==> src/pkg/smp_regs.svh <==
`ifndef SMP_REGS_SVH
`define SMP_REGS_SVH

// ----------------------------------------------------------------
// Register map (APB byte offsets)
// ----------------------------------------------------------------
`define SMP_CTRL_OFF 12'h000
`define SMP_STAT_OFF 12'h004
`define SMP_CTRL_IRQ_EN_BIT 0
`define SMP_CTRL_RST 1'b0
`define SMP_STAT_MON_BIT 0
`define SMP_STAT_FORCED_BIT 1
`define SMP_STAT_UNLOCK_BIT 2
`define SMP_STAT_SECDONE_BIT 3
`define SMP_STAT_STATE_LSB 4

// ----------------------------------------------------------------
// Bit timing: divisors in bus clock cycles, delay and frame counts in bit times
// ----------------------------------------------------------------
`define SMP_BAUD_DIV_EXT 9'h100
`define SMP_BAUD_DIV_INT 9'h14F
`define SMP_CMD_DELAY_BITS 4'hB
`define SMP_TX_FRAME_SLOTS 4'hD

// ----------------------------------------------------------------
// Addresses and values
// ----------------------------------------------------------------
`define SMP_VEC_HI_ADDR 16'hFFFE
`define SMP_VEC_LO_ADDR 16'hFFFF
`define SMP_ERASED 8'hFF
`define SMP_SEC_BASE 16'hFFF6
`define SMP_SEC_LAST 3'h7
`define SMP_MON_VEC_PAGE 8'hFE
`define SMP_USER_VEC_PAGE 8'hFF
`define SMP_FLASH_BASE 16'h8000
`define SMP_INVALID_BYTE 8'hAD

// ----------------------------------------------------------------
// Command opcodes
// ----------------------------------------------------------------
`define SMP_OP_READ 8'h4A
`define SMP_OP_WRITE 8'h49
`define SMP_OP_INDEXED_READ_CMD 8'h1A
`define SMP_OP_INDEXED_WRITE_CMD 8'h19
`define SMP_OP_READ_STACK_POINTER_CMD 8'h0C
`define SMP_OP_RUN 8'h28

`endif

==> src/pkg/smp_pkg.sv <==
package smp_pkg;

	typedef enum logic [3:0] {
		ms_latch = 4'h0,
		ms_vec_hi = 4'h1,
		ms_vec_lo = 4'h2,
		ms_user = 4'h3,
		ms_sec_rx = 4'h4,
		ms_sec_cmp = 4'h5,
		ms_brk = 4'h6,
		ms_cmd = 4'h7,
		ms_wait = 4'h8,
		ms_mem = 4'h9,
		ms_cap = 4'hA,
		ms_reply = 4'hB,
		ms_run = 4'hC
	} smp_mode_e;

	typedef struct packed {
		smp_mode_e state;
		logic normal;
		logic forced;
		logic int_osc;
		logic sec_done;
		logic sec_ok;
		logic unlocked;
		logic cfg_rst;
		logic cfg_clk;
		logic irq_en;
		logic [7:0] vhi;
		logic [7:0] cmd;
		logic have;
		logic [1:0] need;
		logic [23:0] args;
		logic [15:0] ptr;
		logic [15:0] reply;
		logic two;
		logic [2:0] sec_idx;
		logic [8:0] dcnt;
		logic [3:0] dbits;
		logic rx_busy;
		logic rx_hi;
		logic [8:0] rx_cnt;
		logic [3:0] rx_bits;
		logic [8:0] rx_sh;
		logic rx_done;
		logic rx_brk;
		logic tx_busy;
		logic [8:0] tx_cnt;
		logic [3:0] tx_left;
		logic [12:0] tx_sh;
		logic line_out;
		logic line_oe_n;
		logic [15:0] mem_addr;
		logic [7:0] mem_wdata;
		logic mem_we;
		logic mem_re;
		logic wdog_dis;
		logic rst_pin;
		logic clk_pin;
		logic br_en;
		logic pa2_zero;
		logic [7:0] vec_page;
		logic extra_rst;
		logic illegal_rst;
		logic software_interrupt;
		logic run;
		logic [31:0] prdata;
		logic pready;
		logic pslverr;
	} smp_state_s;

endpackage

==> src/logic/smp_monitor.sv <==
`timescale 1ns/1ps
`include "smp_regs.svh"

module smp_monitor (
	// APB slave
	input wire logic pclk,
	input wire logic presetn,
	input wire logic psel,
	input wire logic penable,
	input wire logic pwrite,
	input wire logic [11:0] paddr,
	input wire logic [31:0] pwdata,
	output logic [31:0] prdata,
	output logic pready,
	output logic pslverr,
	// Serial pin, open drain
	input wire logic serial_comm_pin_in,
	output logic serial_comm_pin_out,
	output logic serial_comm_pin_oe_n,
	// Mode pins and configuration
	input wire logic high_test_voltage,
	input wire logic irq_pin_level,
	input wire logic mode_select_pin_a,
	input wire logic mode_select_pin_b,
	input wire logic cfg_reset_pin_en,
	input wire logic cfg_clock_pin_en,
	input wire logic system_reset,
	input wire logic flash_fetch,
	input wire logic [15:0] cpu_sp,
	// Memory port, read data valid while mem_re is high
	output logic [15:0] mem_addr,
	output logic [7:0] mem_wdata,
	output logic mem_we,
	output logic mem_re,
	input wire logic [7:0] mem_rdata,
	// Chip control
	output logic watchdog_disable,
	output logic reset_capable_pin_is_reset,
	output logic clock_capable_pin_is_clock,
	output logic irq_branch_enable,
	output logic port_a_bit2_zero,
	output logic [7:0] vector_page,
	output logic extra_reset,
	output logic illegal_addr_reset,
	output logic monitor_swi,
	output logic run_request,
	output logic monitor_mode,
	output logic forced_monitor,
	output logic flash_unlocked
);

	smp_pkg::smp_state_s st_q;
	smp_pkg::smp_state_s st_d;

	// Returns {valid, argument byte count} for an opcode.
	function automatic logic [2:0] cmd_args(input logic [7:0] op);
		case (op)
			`SMP_OP_READ: cmd_args = 3'h6;
			`SMP_OP_WRITE: cmd_args = 3'h7;
			`SMP_OP_INDEXED_WRITE_CMD: cmd_args = 3'h5;
			`SMP_OP_INDEXED_READ_CMD, `SMP_OP_READ_STACK_POINTER_CMD, `SMP_OP_RUN: cmd_args = 3'h4;
			default: cmd_args = 3'h0;
		endcase
	endfunction

	// ----------------------------------------------------------------
	// Next state
	// ----------------------------------------------------------------
	always_comb begin
		smp_pkg::smp_state_s n;
		logic [8:0] div;
		logic mon;
		logic go;
		logic [12:0] frame;
		logic [2:0] ca;
		logic [15:0] a;
		n = st_q;
		div = (st_q.forced && st_q.int_osc) ? `SMP_BAUD_DIV_INT : `SMP_BAUD_DIV_EXT;
		mon = st_q.normal || st_q.forced;
		go = 1'b0;
		frame = 13'h1FFF;
		ca = 3'h0;
		a = 16'h0000;
		n.rx_done = 1'b0;
		n.rx_brk = 1'b0;
		n.mem_re = 1'b0;
		n.mem_we = 1'b0;
		n.extra_rst = 1'b0;
		n.illegal_rst = 1'b0;
		n.software_interrupt = 1'b0;
		n.run = 1'b0;
		n.pready = 1'b0;
		n.pslverr = 1'b0;
		n.line_out = 1'b0;

		// APB: zero wait states, answer in the access phase.
		if (psel && !penable) begin
			n.pready = 1'b1;
			n.prdata = 32'h0000_0000;
			if (paddr == `SMP_CTRL_OFF) begin
				n.prdata[`SMP_CTRL_IRQ_EN_BIT] = st_q.irq_en;
			end else if (paddr == `SMP_STAT_OFF) begin
				n.prdata[`SMP_STAT_MON_BIT] = mon;
				n.prdata[`SMP_STAT_FORCED_BIT] = st_q.forced;
				n.prdata[`SMP_STAT_UNLOCK_BIT] = st_q.unlocked;
				n.prdata[`SMP_STAT_SECDONE_BIT] = st_q.sec_done;
				n.prdata[`SMP_STAT_STATE_LSB +: 4] = st_q.state;
			end else begin
				n.pslverr = 1'b1;
			end
		end
		if (psel && penable && st_q.pready && pwrite && !st_q.pslverr && paddr == `SMP_CTRL_OFF) begin
			n.irq_en = pwdata[`SMP_CTRL_IRQ_EN_BIT];
		end

		// pin setup frozen as high voltage drops
		// The registered watchdog disable is still high in the first cycle with the voltage off, so the copy is taken once.
		if (st_q.normal && !st_q.forced && st_q.wdog_dis && !high_test_voltage) begin
			n.cfg_rst = cfg_reset_pin_en;
			n.cfg_clk = cfg_clock_pin_en;
		end
		if (st_q.forced) begin
			n.rst_pin = 1'b0;
			n.clk_pin = irq_pin_level;
		end else if (st_q.normal) begin
			n.rst_pin = high_test_voltage ? 1'b1 : n.cfg_rst;
			n.clk_pin = high_test_voltage ? 1'b1 : n.cfg_clk;
		end else begin
			n.rst_pin = cfg_reset_pin_en;
			n.clk_pin = cfg_clock_pin_en;
		end
		n.wdog_dis = st_q.forced || (st_q.normal && high_test_voltage);
		n.br_en = st_q.forced || st_q.irq_en;
		n.pa2_zero = st_q.forced;
		n.vec_page = mon ? `SMP_MON_VEC_PAGE : `SMP_USER_VEC_PAGE;
		if (flash_fetch && mon && !st_q.unlocked) begin
			n.illegal_rst = 1'b1;
		end

		if (!st_q.rx_busy) begin
			n.rx_hi = serial_comm_pin_in;
			if (mon && !st_q.tx_busy && st_q.rx_hi && !serial_comm_pin_in) begin
				n.rx_busy = 1'b1;
				n.rx_cnt = div >> 1;
				n.rx_bits = 4'h0;
			end
		end else if (st_q.rx_cnt != 9'h000) begin
			n.rx_cnt = st_q.rx_cnt - 9'h001;
		end else begin
			n.rx_cnt = div - 9'h001;
			if (st_q.rx_bits == 4'h0 && serial_comm_pin_in) begin
				n.rx_busy = 1'b0;
			end else begin
				n.rx_bits = st_q.rx_bits + 4'h1;
				if (st_q.rx_bits != 4'h0) begin
					n.rx_sh = {serial_comm_pin_in, st_q.rx_sh[8:1]};
				end
				if (st_q.rx_bits == 4'h9) begin
					n.rx_busy = 1'b0;
					n.rx_hi = 1'b0;
					if (serial_comm_pin_in) begin
						n.rx_done = 1'b1;
					end else if (st_q.rx_sh[8:1] == 8'h00) begin
						n.rx_brk = 1'b1;
					end
				end
			end
		end

		if (mon && !st_q.tx_busy && (st_q.rx_done || st_q.rx_brk)) begin
			go = 1'b1;
			frame = st_q.rx_brk ? {1'b1, 9'h000, 1'b0, 2'b11} : {2'b11, st_q.rx_sh[7:0], 1'b0, 2'b11};
		end

		unique case (st_q.state)
			smp_pkg::ms_latch: begin
				n.normal = high_test_voltage && mode_select_pin_a && !mode_select_pin_b;
				n.int_osc = !irq_pin_level;
				n.mem_addr = `SMP_VEC_HI_ADDR;
				n.mem_re = 1'b1;
				n.state = smp_pkg::ms_vec_hi;
			end
			smp_pkg::ms_vec_hi: begin
				n.vhi = mem_rdata;
				n.mem_addr = `SMP_VEC_LO_ADDR;
				n.mem_re = 1'b1;
				n.state = smp_pkg::ms_vec_lo;
			end
			smp_pkg::ms_vec_lo: begin
				if (st_q.normal) begin
					n.software_interrupt = 1'b1;
					n.state = st_q.sec_done ? smp_pkg::ms_brk : smp_pkg::ms_sec_rx;
				end else if (st_q.vhi == `SMP_ERASED && mem_rdata == `SMP_ERASED) begin
					n.forced = 1'b1;
					n.extra_rst = 1'b1;
					n.software_interrupt = 1'b1;
					n.state = st_q.sec_done ? smp_pkg::ms_brk : smp_pkg::ms_sec_rx;
				end else begin
					n.state = smp_pkg::ms_user;
				end
			end
			smp_pkg::ms_user, smp_pkg::ms_run: begin
				n.state = st_q.state;
			end
			smp_pkg::ms_sec_rx: begin
				if (st_q.rx_done) begin
					n.args[7:0] = st_q.rx_sh[7:0];
					n.mem_addr = `SMP_SEC_BASE + {13'h0000, st_q.sec_idx};
					n.mem_re = 1'b1;
					n.state = smp_pkg::ms_sec_cmp;
				end
			end
			smp_pkg::ms_sec_cmp: begin
				n.sec_ok = st_q.sec_ok && (mem_rdata == st_q.args[7:0]);
				n.sec_idx = st_q.sec_idx + 3'h1;
				if (st_q.sec_idx == `SMP_SEC_LAST) begin
					n.unlocked = n.sec_ok;
					n.sec_done = 1'b1;
					n.state = smp_pkg::ms_brk;
				end else begin
					n.state = smp_pkg::ms_sec_rx;
				end
			end
			smp_pkg::ms_brk: begin
				if (!st_q.tx_busy && !go) begin
					go = 1'b1;
					frame = {1'b1, 9'h000, 1'b0, 2'b11};
					n.have = 1'b0;
					n.state = smp_pkg::ms_cmd;
				end
			end
			smp_pkg::ms_cmd: begin
				if (st_q.rx_done) begin
					if (!st_q.have) begin
						ca = cmd_args(st_q.rx_sh[7:0]);
						n.cmd = st_q.rx_sh[7:0];
						n.have = ca[2] && (ca[1:0] != 2'h0);
						n.need = ca[1:0];
						if (ca[2] && ca[1:0] == 2'h0) begin
							n.state = smp_pkg::ms_wait;
						end
					end else begin
						n.args = {st_q.args[15:0], st_q.rx_sh[7:0]};
						n.need = st_q.need - 2'h1;
						if (st_q.need == 2'h1) begin
							n.have = 1'b0;
							n.state = smp_pkg::ms_wait;
						end
					end
					n.dbits = `SMP_CMD_DELAY_BITS;
					n.dcnt = div - 9'h001;
				end
			end
			smp_pkg::ms_wait: begin
				if (st_q.rx_brk) begin
					n.state = smp_pkg::ms_cmd;
				end else if (st_q.tx_busy) begin
					// The receiver is deaf while the echo is on the wire, so the window opens after it.
					n.dcnt = div - 9'h001;
				end else if (st_q.dcnt != 9'h000) begin
					n.dcnt = st_q.dcnt - 9'h001;
				end else if (st_q.dbits == 4'h1) begin
					n.state = smp_pkg::ms_mem;
				end else begin
					n.dbits = st_q.dbits - 4'h1;
					n.dcnt = div - 9'h001;
				end
			end
			smp_pkg::ms_mem: begin
				n.state = smp_pkg::ms_cmd;
				a = st_q.ptr + 16'h0001;
				if (st_q.cmd == `SMP_OP_READ) begin
					a = st_q.args[15:0];
				end else if (st_q.cmd == `SMP_OP_WRITE) begin
					a = st_q.args[23:8];
				end
				if (st_q.cmd == `SMP_OP_READ || st_q.cmd == `SMP_OP_INDEXED_READ_CMD) begin
					n.ptr = a;
					n.mem_addr = a;
					n.mem_re = 1'b1;
					n.state = smp_pkg::ms_cap;
				end else if (st_q.cmd == `SMP_OP_WRITE || st_q.cmd == `SMP_OP_INDEXED_WRITE_CMD) begin
					n.ptr = a;
					n.mem_addr = a;
					n.mem_wdata = st_q.args[7:0];
					n.mem_we = 1'b1;
				end else if (st_q.cmd == `SMP_OP_READ_STACK_POINTER_CMD) begin
					n.reply = cpu_sp + 16'h0001;
					n.two = 1'b1;
					n.state = smp_pkg::ms_reply;
				end else if (st_q.cmd == `SMP_OP_RUN) begin
					n.run = 1'b1;
					n.state = smp_pkg::ms_run;
				end
			end
			smp_pkg::ms_cap: begin
				if (!st_q.unlocked && st_q.mem_addr >= `SMP_FLASH_BASE) begin
					n.reply[15:8] = `SMP_INVALID_BYTE;
				end else begin
					n.reply[15:8] = mem_rdata;
				end
				n.two = 1'b0;
				n.state = smp_pkg::ms_reply;
			end
			smp_pkg::ms_reply: begin
				if (!st_q.tx_busy && !go) begin
					go = 1'b1;
					frame = {2'b11, st_q.reply[15:8], 1'b0, 2'b11};
					n.reply = {st_q.reply[7:0], 8'h00};
					n.two = 1'b0;
					if (!st_q.two) begin
						n.state = smp_pkg::ms_cmd;
					end
				end
			end
			default: begin
				n.state = smp_pkg::ms_latch;
			end
		endcase

		// transmitter: two released slots, start, data, stop
		if (st_q.tx_busy) begin
			if (st_q.tx_cnt != 9'h000) begin
				n.tx_cnt = st_q.tx_cnt - 9'h001;
			end else begin
				n.tx_cnt = div - 9'h001;
				if (st_q.tx_left == 4'h1) begin
					n.tx_busy = 1'b0;
				end else begin
					n.tx_left = st_q.tx_left - 4'h1;
					n.tx_sh = {1'b1, st_q.tx_sh[12:1]};
				end
			end
		end
		if (go) begin
			n.tx_busy = 1'b1;
			n.tx_cnt = div - 9'h001;
			n.tx_left = `SMP_TX_FRAME_SLOTS;
			n.tx_sh = frame;
		end

		if (system_reset) begin
			n.tx_busy = 1'b0;
			n.rx_busy = 1'b0;
			n.have = 1'b0;
			n.software_interrupt = st_q.forced;
			if (st_q.forced) begin
				n.state = st_q.sec_done ? smp_pkg::ms_brk : smp_pkg::ms_sec_rx;
			end else begin
				n.normal = 1'b0;
				n.state = smp_pkg::ms_latch;
			end
		end

		n.line_oe_n = !(n.tx_busy && !n.tx_sh[0]);
		st_d = n;
	end

	always_ff @(posedge pclk or negedge presetn) begin
		if (!presetn) begin
			st_q <= '0;
			st_q.sec_ok <= 1'b1;
			st_q.irq_en <= `SMP_CTRL_RST;
			st_q.line_oe_n <= 1'b1;
			st_q.vec_page <= `SMP_USER_VEC_PAGE;
		end else begin
			st_q <= st_d;
		end
	end

	// ----------------------------------------------------------------
	// Outputs
	// ----------------------------------------------------------------
	assign prdata = st_q.prdata;
	assign pready = st_q.pready;
	assign pslverr = st_q.pslverr;
	assign serial_comm_pin_out = st_q.line_out;
	assign serial_comm_pin_oe_n = st_q.line_oe_n;
	assign mem_addr = st_q.mem_addr;
	assign mem_wdata = st_q.mem_wdata;
	assign mem_we = st_q.mem_we;
	assign mem_re = st_q.mem_re;
	assign watchdog_disable = st_q.wdog_dis;
	assign reset_capable_pin_is_reset = st_q.rst_pin;
	assign clock_capable_pin_is_clock = st_q.clk_pin;
	assign irq_branch_enable = st_q.br_en;
	assign port_a_bit2_zero = st_q.pa2_zero;
	assign vector_page = st_q.vec_page;
	assign extra_reset = st_q.extra_rst;
	assign illegal_addr_reset = st_q.illegal_rst;
	assign monitor_swi = st_q.software_interrupt;
	assign run_request = st_q.run;
	assign monitor_mode = st_q.normal || st_q.forced;
	assign forced_monitor = st_q.forced;
	assign flash_unlocked = st_q.unlocked;
endmodule

==> config.mk <==
export PLATFORM = sky130hd
export DESIGN_NAME = smp_monitor
export DESIGN_NICKNAME = d
export VERILOG_FILES = /design/src/pkg/smp_pkg.sv /design/src/logic/smp_monitor.sv
export VERILOG_INCLUDE_DIRS = /design/src /design/src/pkg
export SDC_FILE = /design/constraint.sdc
export NUM_CORES = 1
export LEC_CHECK = 0
export ABC_AREA = 1
export ABC_CLOCK_PERIOD_IN_PS = 2100
export BUFFER_PORTS_ARGS = -buffer_cell sky130_fd_sc_hd__buf_2
export CORE_MARGIN = 5
export CORE_UTILIZATION = 48
export CTS_CLUSTER_SIZE = 10
export DETAILED_ROUTE_END_ITERATION = 10
export HOLD_SLACK_MARGIN = 0.15
export PLACE_DENSITY_LB_ADDON = 0.08
export RECOVER_POWER = 50
export SLEW_MARGIN = 20
export SYNTH_ARGS = -nofsm -noshare
export SYNTH_HDL_FRONTEND = slang
export SYNTH_SLANG_ARGS = --single-unit
==> constraint.sdc <==
create_clock -name pclk -period 2.1 [get_ports pclk]
set_input_delay 0.315 -clock pclk [delete_from_list [all_inputs] [get_ports pclk]]
set_output_delay 0.315 -clock pclk [all_outputs]
set_load 0.01 [all_outputs]
==> flow_summary.toml, run 1 <==
[run_status]
status = "finished clean"

[grt]
grtUsageTotal_pct = 21.6
grt_pass1_wl_um = 47900
overflow = 0
antenna_found_initial = 0
grt_pass1_vias = 9495
grt_max_degree = 48

[clock_tree]
cts_buffer_depth = 3
clock_sinks = 205
clock-root-buffer = "clkbuf_16"
clk_latency_ps = 510
cts-buffers-inserted = 25
htree_levels = 1
tritoncts = "done"
cts_setup_buffers = 0
clk_pin_slew_ps = 50

[worst_setup_path]
cp_num_buf_inv = 1
start_kind = "flip-flop"
reg2reg_from = "st_q[234]"
cp_max_fo = 8
ff2ff_path_depth = 10
r2r_slack_ps = 150
worstReg2RegEnd = "st_q[233]"
crit_required_ps = 2490
crit_path_end_kind = "flip-flop"
path_class = "reg -> reg"
path_delay_family = "simple AND/OR/NAND/NOR gates"
max_stage_delay_ps = 470
cp_slowest_cell = "dfrtp_2"
crit_path_cell_trace = "inv_2 -> nand2_1 -> nor2_1 -> nand2_1 -> nand3_1 -> nor2_1 -> nand4_1 -> nand2_2 -> nand2_1 -> nand2_1"
crit_path_frequent_cell = "nand2_1"
arrival_ps = 2350

[sta]
setup_viol = 0
skew_ps = 10.3
worst_slew_pin_slew_ps = 1030
fin_crit_sh_pct = 92.9
fin_crit_ps = 1950
rsz0062_at_grt = "yes"
hold_viol = 0
max_freq_mhz = 512
maxSlewViolCount = 0
slew-limit-headroom_pct = 31.3

[power_and_ir_drop]
clkPwrFrac_pct = 33.5
switching_share_pct = 31.7
ir_drop_v = 0.000467
switchingPower_mw = 3.60
power.leakage_nw = 6.23
power_density_nw_per_um2 = 871
p_comb_share_pct = 22.1
power.internal_mw = 7.75
pwr-share-seq_pct = 44.4

[cells_and_area]
final_util_pct = 55.7
antenna_cells = 0
final_cells = 1946
final_layout_size_suffix_gt1_share_pct = 13.8
area_growth_pct = 14.2
layout.nets = 1714

[synthesis]
yosys_most_used_dff = "dfrtp_1"
yosysSeqAreaShare_pct = 45.0
ys_top_cells_by_area = "dfrtp_1, nand2_1, o21ai_0"
async_flop_share_pct = 100
synth_top_area_share_pct = 44.3
synth_seq_cells = 205
synth_edf_count = 0
synth.largest_area_cell = "dfrtp_1"
ys.warnings.count = 0
synth_cell_types = 51
syn_avg_cell_area_um2 = 7.64
synth_area_um2 = 11400
synthCells = 1492

[drt]
wl_per_cell_um = 15.0
ant_nets = 0
vias = 9904
drt_iter0_markers = 650
wl_um = 29100
viasPerCell = 5.09
drc = 0
dr.pass1.iters = 5

[floorplanning]
core_um2 = 23400
dieArea_um2 = 26900
initial_utilization_pct = 48.7
die_h_um = 164
row_count = 56
num_io_pins = 164
die_w_um = 164

[place]
gp_congestion = 0.880
port_buffers = 100
detailed_place_hpwl_um = 21800
dp_cells = 1883

[min_path]
hold_path_end = "prdata[7]"
whs_path_depth = 4
holdCritStartpoint = "paddr[3]"
hp-class = "in -> reg"

[run]
cap_violations = 0
[placed cells by master, fill, tap and decap left out, drive strengths merged, types with 15 or more instances in the layout]
cell type    instances
nor2               138
ha                  16
nand3              121
nand4               21
xor2                15
dlygate4sd3         25
buf                122
inv                170
dfrtp              202
clkbuf              54
conb                32
a21oi               46
nor3                23
o21ai              174
nand2              390
[through the flow]
step | cell area (um^2) | worst slack, ps | power [mW] | hold WS (ps) | TNS (ps)
6_report | 13000 | 149 | 11.4 | 167 | 0
5_1_grt | 13000 | -18.3 | 12.1 | 177 | -56.5
4_1_cts | 13100 | 120 | 11.5 | 151 | 0
3_5_place_dp | 12100 | 125 | 7.58 | 271 | 0
3_3_place_gp | 12100 | 158 | 7.50 | 276 | 0
2_1_floorplan | 11500 | 256 | 6.86 | 19.4 | 0
[cells in the mapped netlist, drive strengths merged (14+ instances only)]
master,count
clkbuf,16
nor3,23
xor2,15
o211ai,14
inv,170
buf,83
nand3,121
a21oi,46
ha,16
dfrtp,202
nand2,390
nand4,21
o21ai,174
nor2,138
[worst register-to-register path, cell delays in order, from the launching register on]
cell and delay, ps:
dfrtp_2 470, inv_2 120, nand2_1 150, nor2_1 280, nand2_1 180, nand3_1 120, nor2_1 40, nand4_1 220
nand2_2 130, nand2_1 80, nand2_1 50
[state kept, by name, indices dropped and copies added (netlist names), 8 cells and up]
name / flops
mem_wdata: 8
mem_addr: 16
st_q: 156
prdata: 8
[worst max-delay path by stage]
stage	startpoint	end	slack, ps	cells after the start
after floorplan	st_q[121]	st_q[114]	260	12
after global placement	st_q[121]	st_q[115]	160	11
after detailed placement	st_q[121]	st_q[115]	120	11
after CTS	st_q[234]	st_q[144]	120	9
after global routing	st_q[234]	st_q[234]	-20	10
final	st_q[234]	st_q[233]	150	10
[per-layer routing]
metal  global-route usage, %  wire [um]  vias to the layer above
li1                        -          -                     5013
met1                    31.3      14100                     4652
met2                    35.1      13200                      212
met3                    2.99       1470                       27
met4                    4.16        328                        0
met5                       0          0                        -
[logic make-up (layout without fill, tap and decap cells)]
| family | count (synthesis) | count (layout) | share of synthesized area [%] |
|---|---|---|---|
| DFF | 205 | 205 | 45.0 |
| other | 2 | 32 | 0.0658 |
| muxes | 1 | 1 | 0.0987 |
| AOI/OAI and AO/OA | 268 | 268 | 13.2 |
| and+or+nand+nor | 708 | 708 | 26.7 |
| adders and majority gates | 16 | 16 | 1.76 |
| buffers and inverters | 271 | 376 | 11.5 |
| xor gates and xnor gates | 21 | 21 | 1.61 |
[area by class of cell]
cell class | instances | area, um^2
Tap cell | 319 | 399
Fill cell | 2273 | 10400
Inverter | 172 | 648
Clock buffer | 35 | 683
Timing Repair Buffer | 166 | 1060
Multi-Input combinational cell | 1046 | 5090
Clock inverter | 3 | 15.0
Sequential cell | 205 | 5130
[power groups by stage]
stage	Sequential [mW]	Clock (mW)	Combinational (mW)
4_1_cts	5.03	3.92	2.54
5_1_grt	5.12	4.09	2.89
2_1_floorplan	4.98	0	1.89
6_report	5.04	3.81	2.51
3_3_place_gp	5.07	0	2.42
3_5_place_dp	5.09	0	2.49
[what timing repair did]
action / in CTS / in global routing
hold buffers: 25 / 0
hold endpoints to repair: 223 / 0
setup endpoints to repair: 0 / 30
resized for setup: 0 / 8
No activity file was read; power rests on OpenSTA's default activity.
==> run 2: changes to the inputs <==
--- a/config.mk
+++ b/config.mk
@@ -11,7 +11,7 @@
 export BUFFER_PORTS_ARGS = -buffer_cell sky130_fd_sc_hd__buf_2
 export CORE_MARGIN = 5
 export CORE_UTILIZATION = 48
-export CTS_CLUSTER_SIZE = 10
+export CTS_CLUSTER_SIZE = 8
 export DETAILED_ROUTE_END_ITERATION = 10
 export HOLD_SLACK_MARGIN = 0.15
 export PLACE_DENSITY_LB_ADDON = 0.08
==> constraint.sdc (replaced) <==
create_clock -name pclk -period 2.1 [get_ports pclk]
set_input_delay 0.105 -clock pclk [delete_from_list [all_inputs] [get_ports pclk]]
set_output_delay 0.105 -clock pclk [all_outputs]
set_load 0.01 [all_outputs]
==> run 2 against run 1 <==
  * Global-route usage grew 0.13 points
  * Clock-buffer cell count grew 4
  * Sequential share of layout area shrank 1.1 points
  * Die area is the same
  * Power grew 2.5%
  * Clock skew is essentially flat
  * Critical endpoint is now st_q[224]
==> flow_summary.toml, run 2 (synthesized netlist as in run 1, its figures left out) <==
[grt]
grt_max_degree = 53
grtUsageTotal_pct = 21.8
grt_pass1_wl_um = 48100
antenna_found_initial = 0
grt_pass1_vias = 9790
overflow = 0

[clock_tree]
cts_buffer_depth = 3
cts-buffers-inserted = 29
clock_sinks = 205
htree_levels = 1
tritoncts = "done"
clk_latency_ps = 530
clock-root-buffer = "clkbuf_16"
cts_setup_buffers = 0
clk_pin_slew_ps = 50

[floorplanning]
die_h_um = 164
row_count = 56
die_w_um = 164
dieArea_um2 = 26900
core_um2 = 23400
num_io_pins = 164
initial_utilization_pct = 48.7

[drt]
drc = 0
wl_um = 29200
ant_nets = 0
wl_per_cell_um = 14.8
viasPerCell = 5.06
vias = 9986
drt_iter0_markers = 643
dr.pass1.iters = 6

[cells_and_area]
area_growth_pct = 17.4
largest_reg_flops = 156
final_util_pct = 57.2
final_layout_size_suffix_gt1_share_pct = 12.1
layout.nets = 1745
antenna_cells = 0
final_cells = 1975
fill_cells = 2274
top_register = "st_q"
layout_common_cells = "nand2_1, dfrtp_1, o21ai_0, inv_1, nor2_1"
stdcell_area_um2 = 13400
final_common_cell = "nand2_1"

[place]
postPlaceCellArea_um2 = 12100
dp_cells = 1881
port_buffers = 100
gp_congestion = 0.896
detailed_place_hpwl_um = 21500

[sta]
fin_crit_ps = 2050
fin_crit_sh_pct = 97.5
hold_viol = 0
skew_ps = 9.99
setup_viol = 0
slew-limit-headroom_pct = 66.1
rsz0062_at_grt = "yes"
max_freq_mhz = 488
worst_slew_pin_slew_ps = 503
setup_tns_ps = 0
maxSlewViolCount = 0

[power_and_ir_drop]
power_density_nw_per_um2 = 869
power.leakage_nw = 6.30
ir_drop_v = 0.000428

[worst_setup_path]
crit_path_end_kind = "flip-flop"
reg2reg_from = "pready"
startpoint = "paddr[0]"
arrival_ps = 2450
cp_max_fo = 2
start_kind = "input port"
crit_required_ps = 2500
path_class = "in -> reg"

[min_path]
holdCritStartpoint = "psel"
hp-class = "in -> reg"

[run_status]
status = "finished clean"

[run]
cap_violations = 0
run 2: cell count changes in the layout (fill, tap and decap cells not counted), sizes merged:
cell         delta
dlygate4sd3    +29
clkbuf         +28
buf            -26
clkinv          -2
run 2: worst paths after layout:
kind                                endpoint  slack, ps  cells past startpoint
worst max-delay path               st_q[224]         50                      9
worst min register to register     st_q[228]        460                      1
min in group asynchronous       mem_addr[14]        630                      3
max in group asynchronous          st_q[228]        740                      4
worst min-delay path               prdata[7]        240                      6
worst max register to register     st_q[224]        100                      7
run 2: final cells by class:
class                           count  area (um^2)  area share, %
Sequential cell                   205         5130           38.3
Multi-Input combinational cell   1046         5110           38.1
Clock inverter                      1         5.00         0.0374
Tap cell                          319          399           2.98
Timing Repair Buffer              193         1340           9.99
Inverter                          172          648           4.84
Clock buffer                       39          763           5.70
run 2: worst max-delay path: stages:
cell and delay, ps:
dlygate4sd3_1 530, buf_2 140, nor3_4 170, and3_4 200, nand2_1 60, nor2_1 80, dlygate4sd3_1 550, a21oi_1 40
dlygate4sd3_1 550
run 2: metal layers:
| layer | GRT usage, % | up-vias | part of all wire (%) |
|---|---|---|---|
| met1 | 31.1 | 4642 | 47 |
| met2 | 35.1 | 234 | 45 |
| met4 | 5.07 | 0 | 1.7 |
| met3 | 3.41 | 40 | 5.8 |
| met5 | 0 | - | 0 |
| li1 | - | 5070 | - |
run 2: where the power goes:
group / internal (mW) / total [mW] / switching (mW)
combinational: 0.953 / 2.51 / 1.56
sequential: 4.59 / 5.04 / 0.445
clock: 2.47 / 4.09 / 1.62
total: 8.02 / 11.6 / 3.62
run 2: metrics by stage:
stage          setup WS (ps)  hold WS (ps)  total power, mW
2_1_floorplan            256          -191             6.86
3_3_place_gp             160           109             7.49
3_5_place_dp             123           102             7.54
4_1_cts                 51.0           195             11.8
5_1_grt                -24.9           272             12.4
6_report                52.6           243             11.6
run 2: timing repair:
item	CTS	global route
hold buffers	54	0
hold endpoints to repair	259	0
gates resized for setup	0	15
endpoints found under the setup margin	0	29
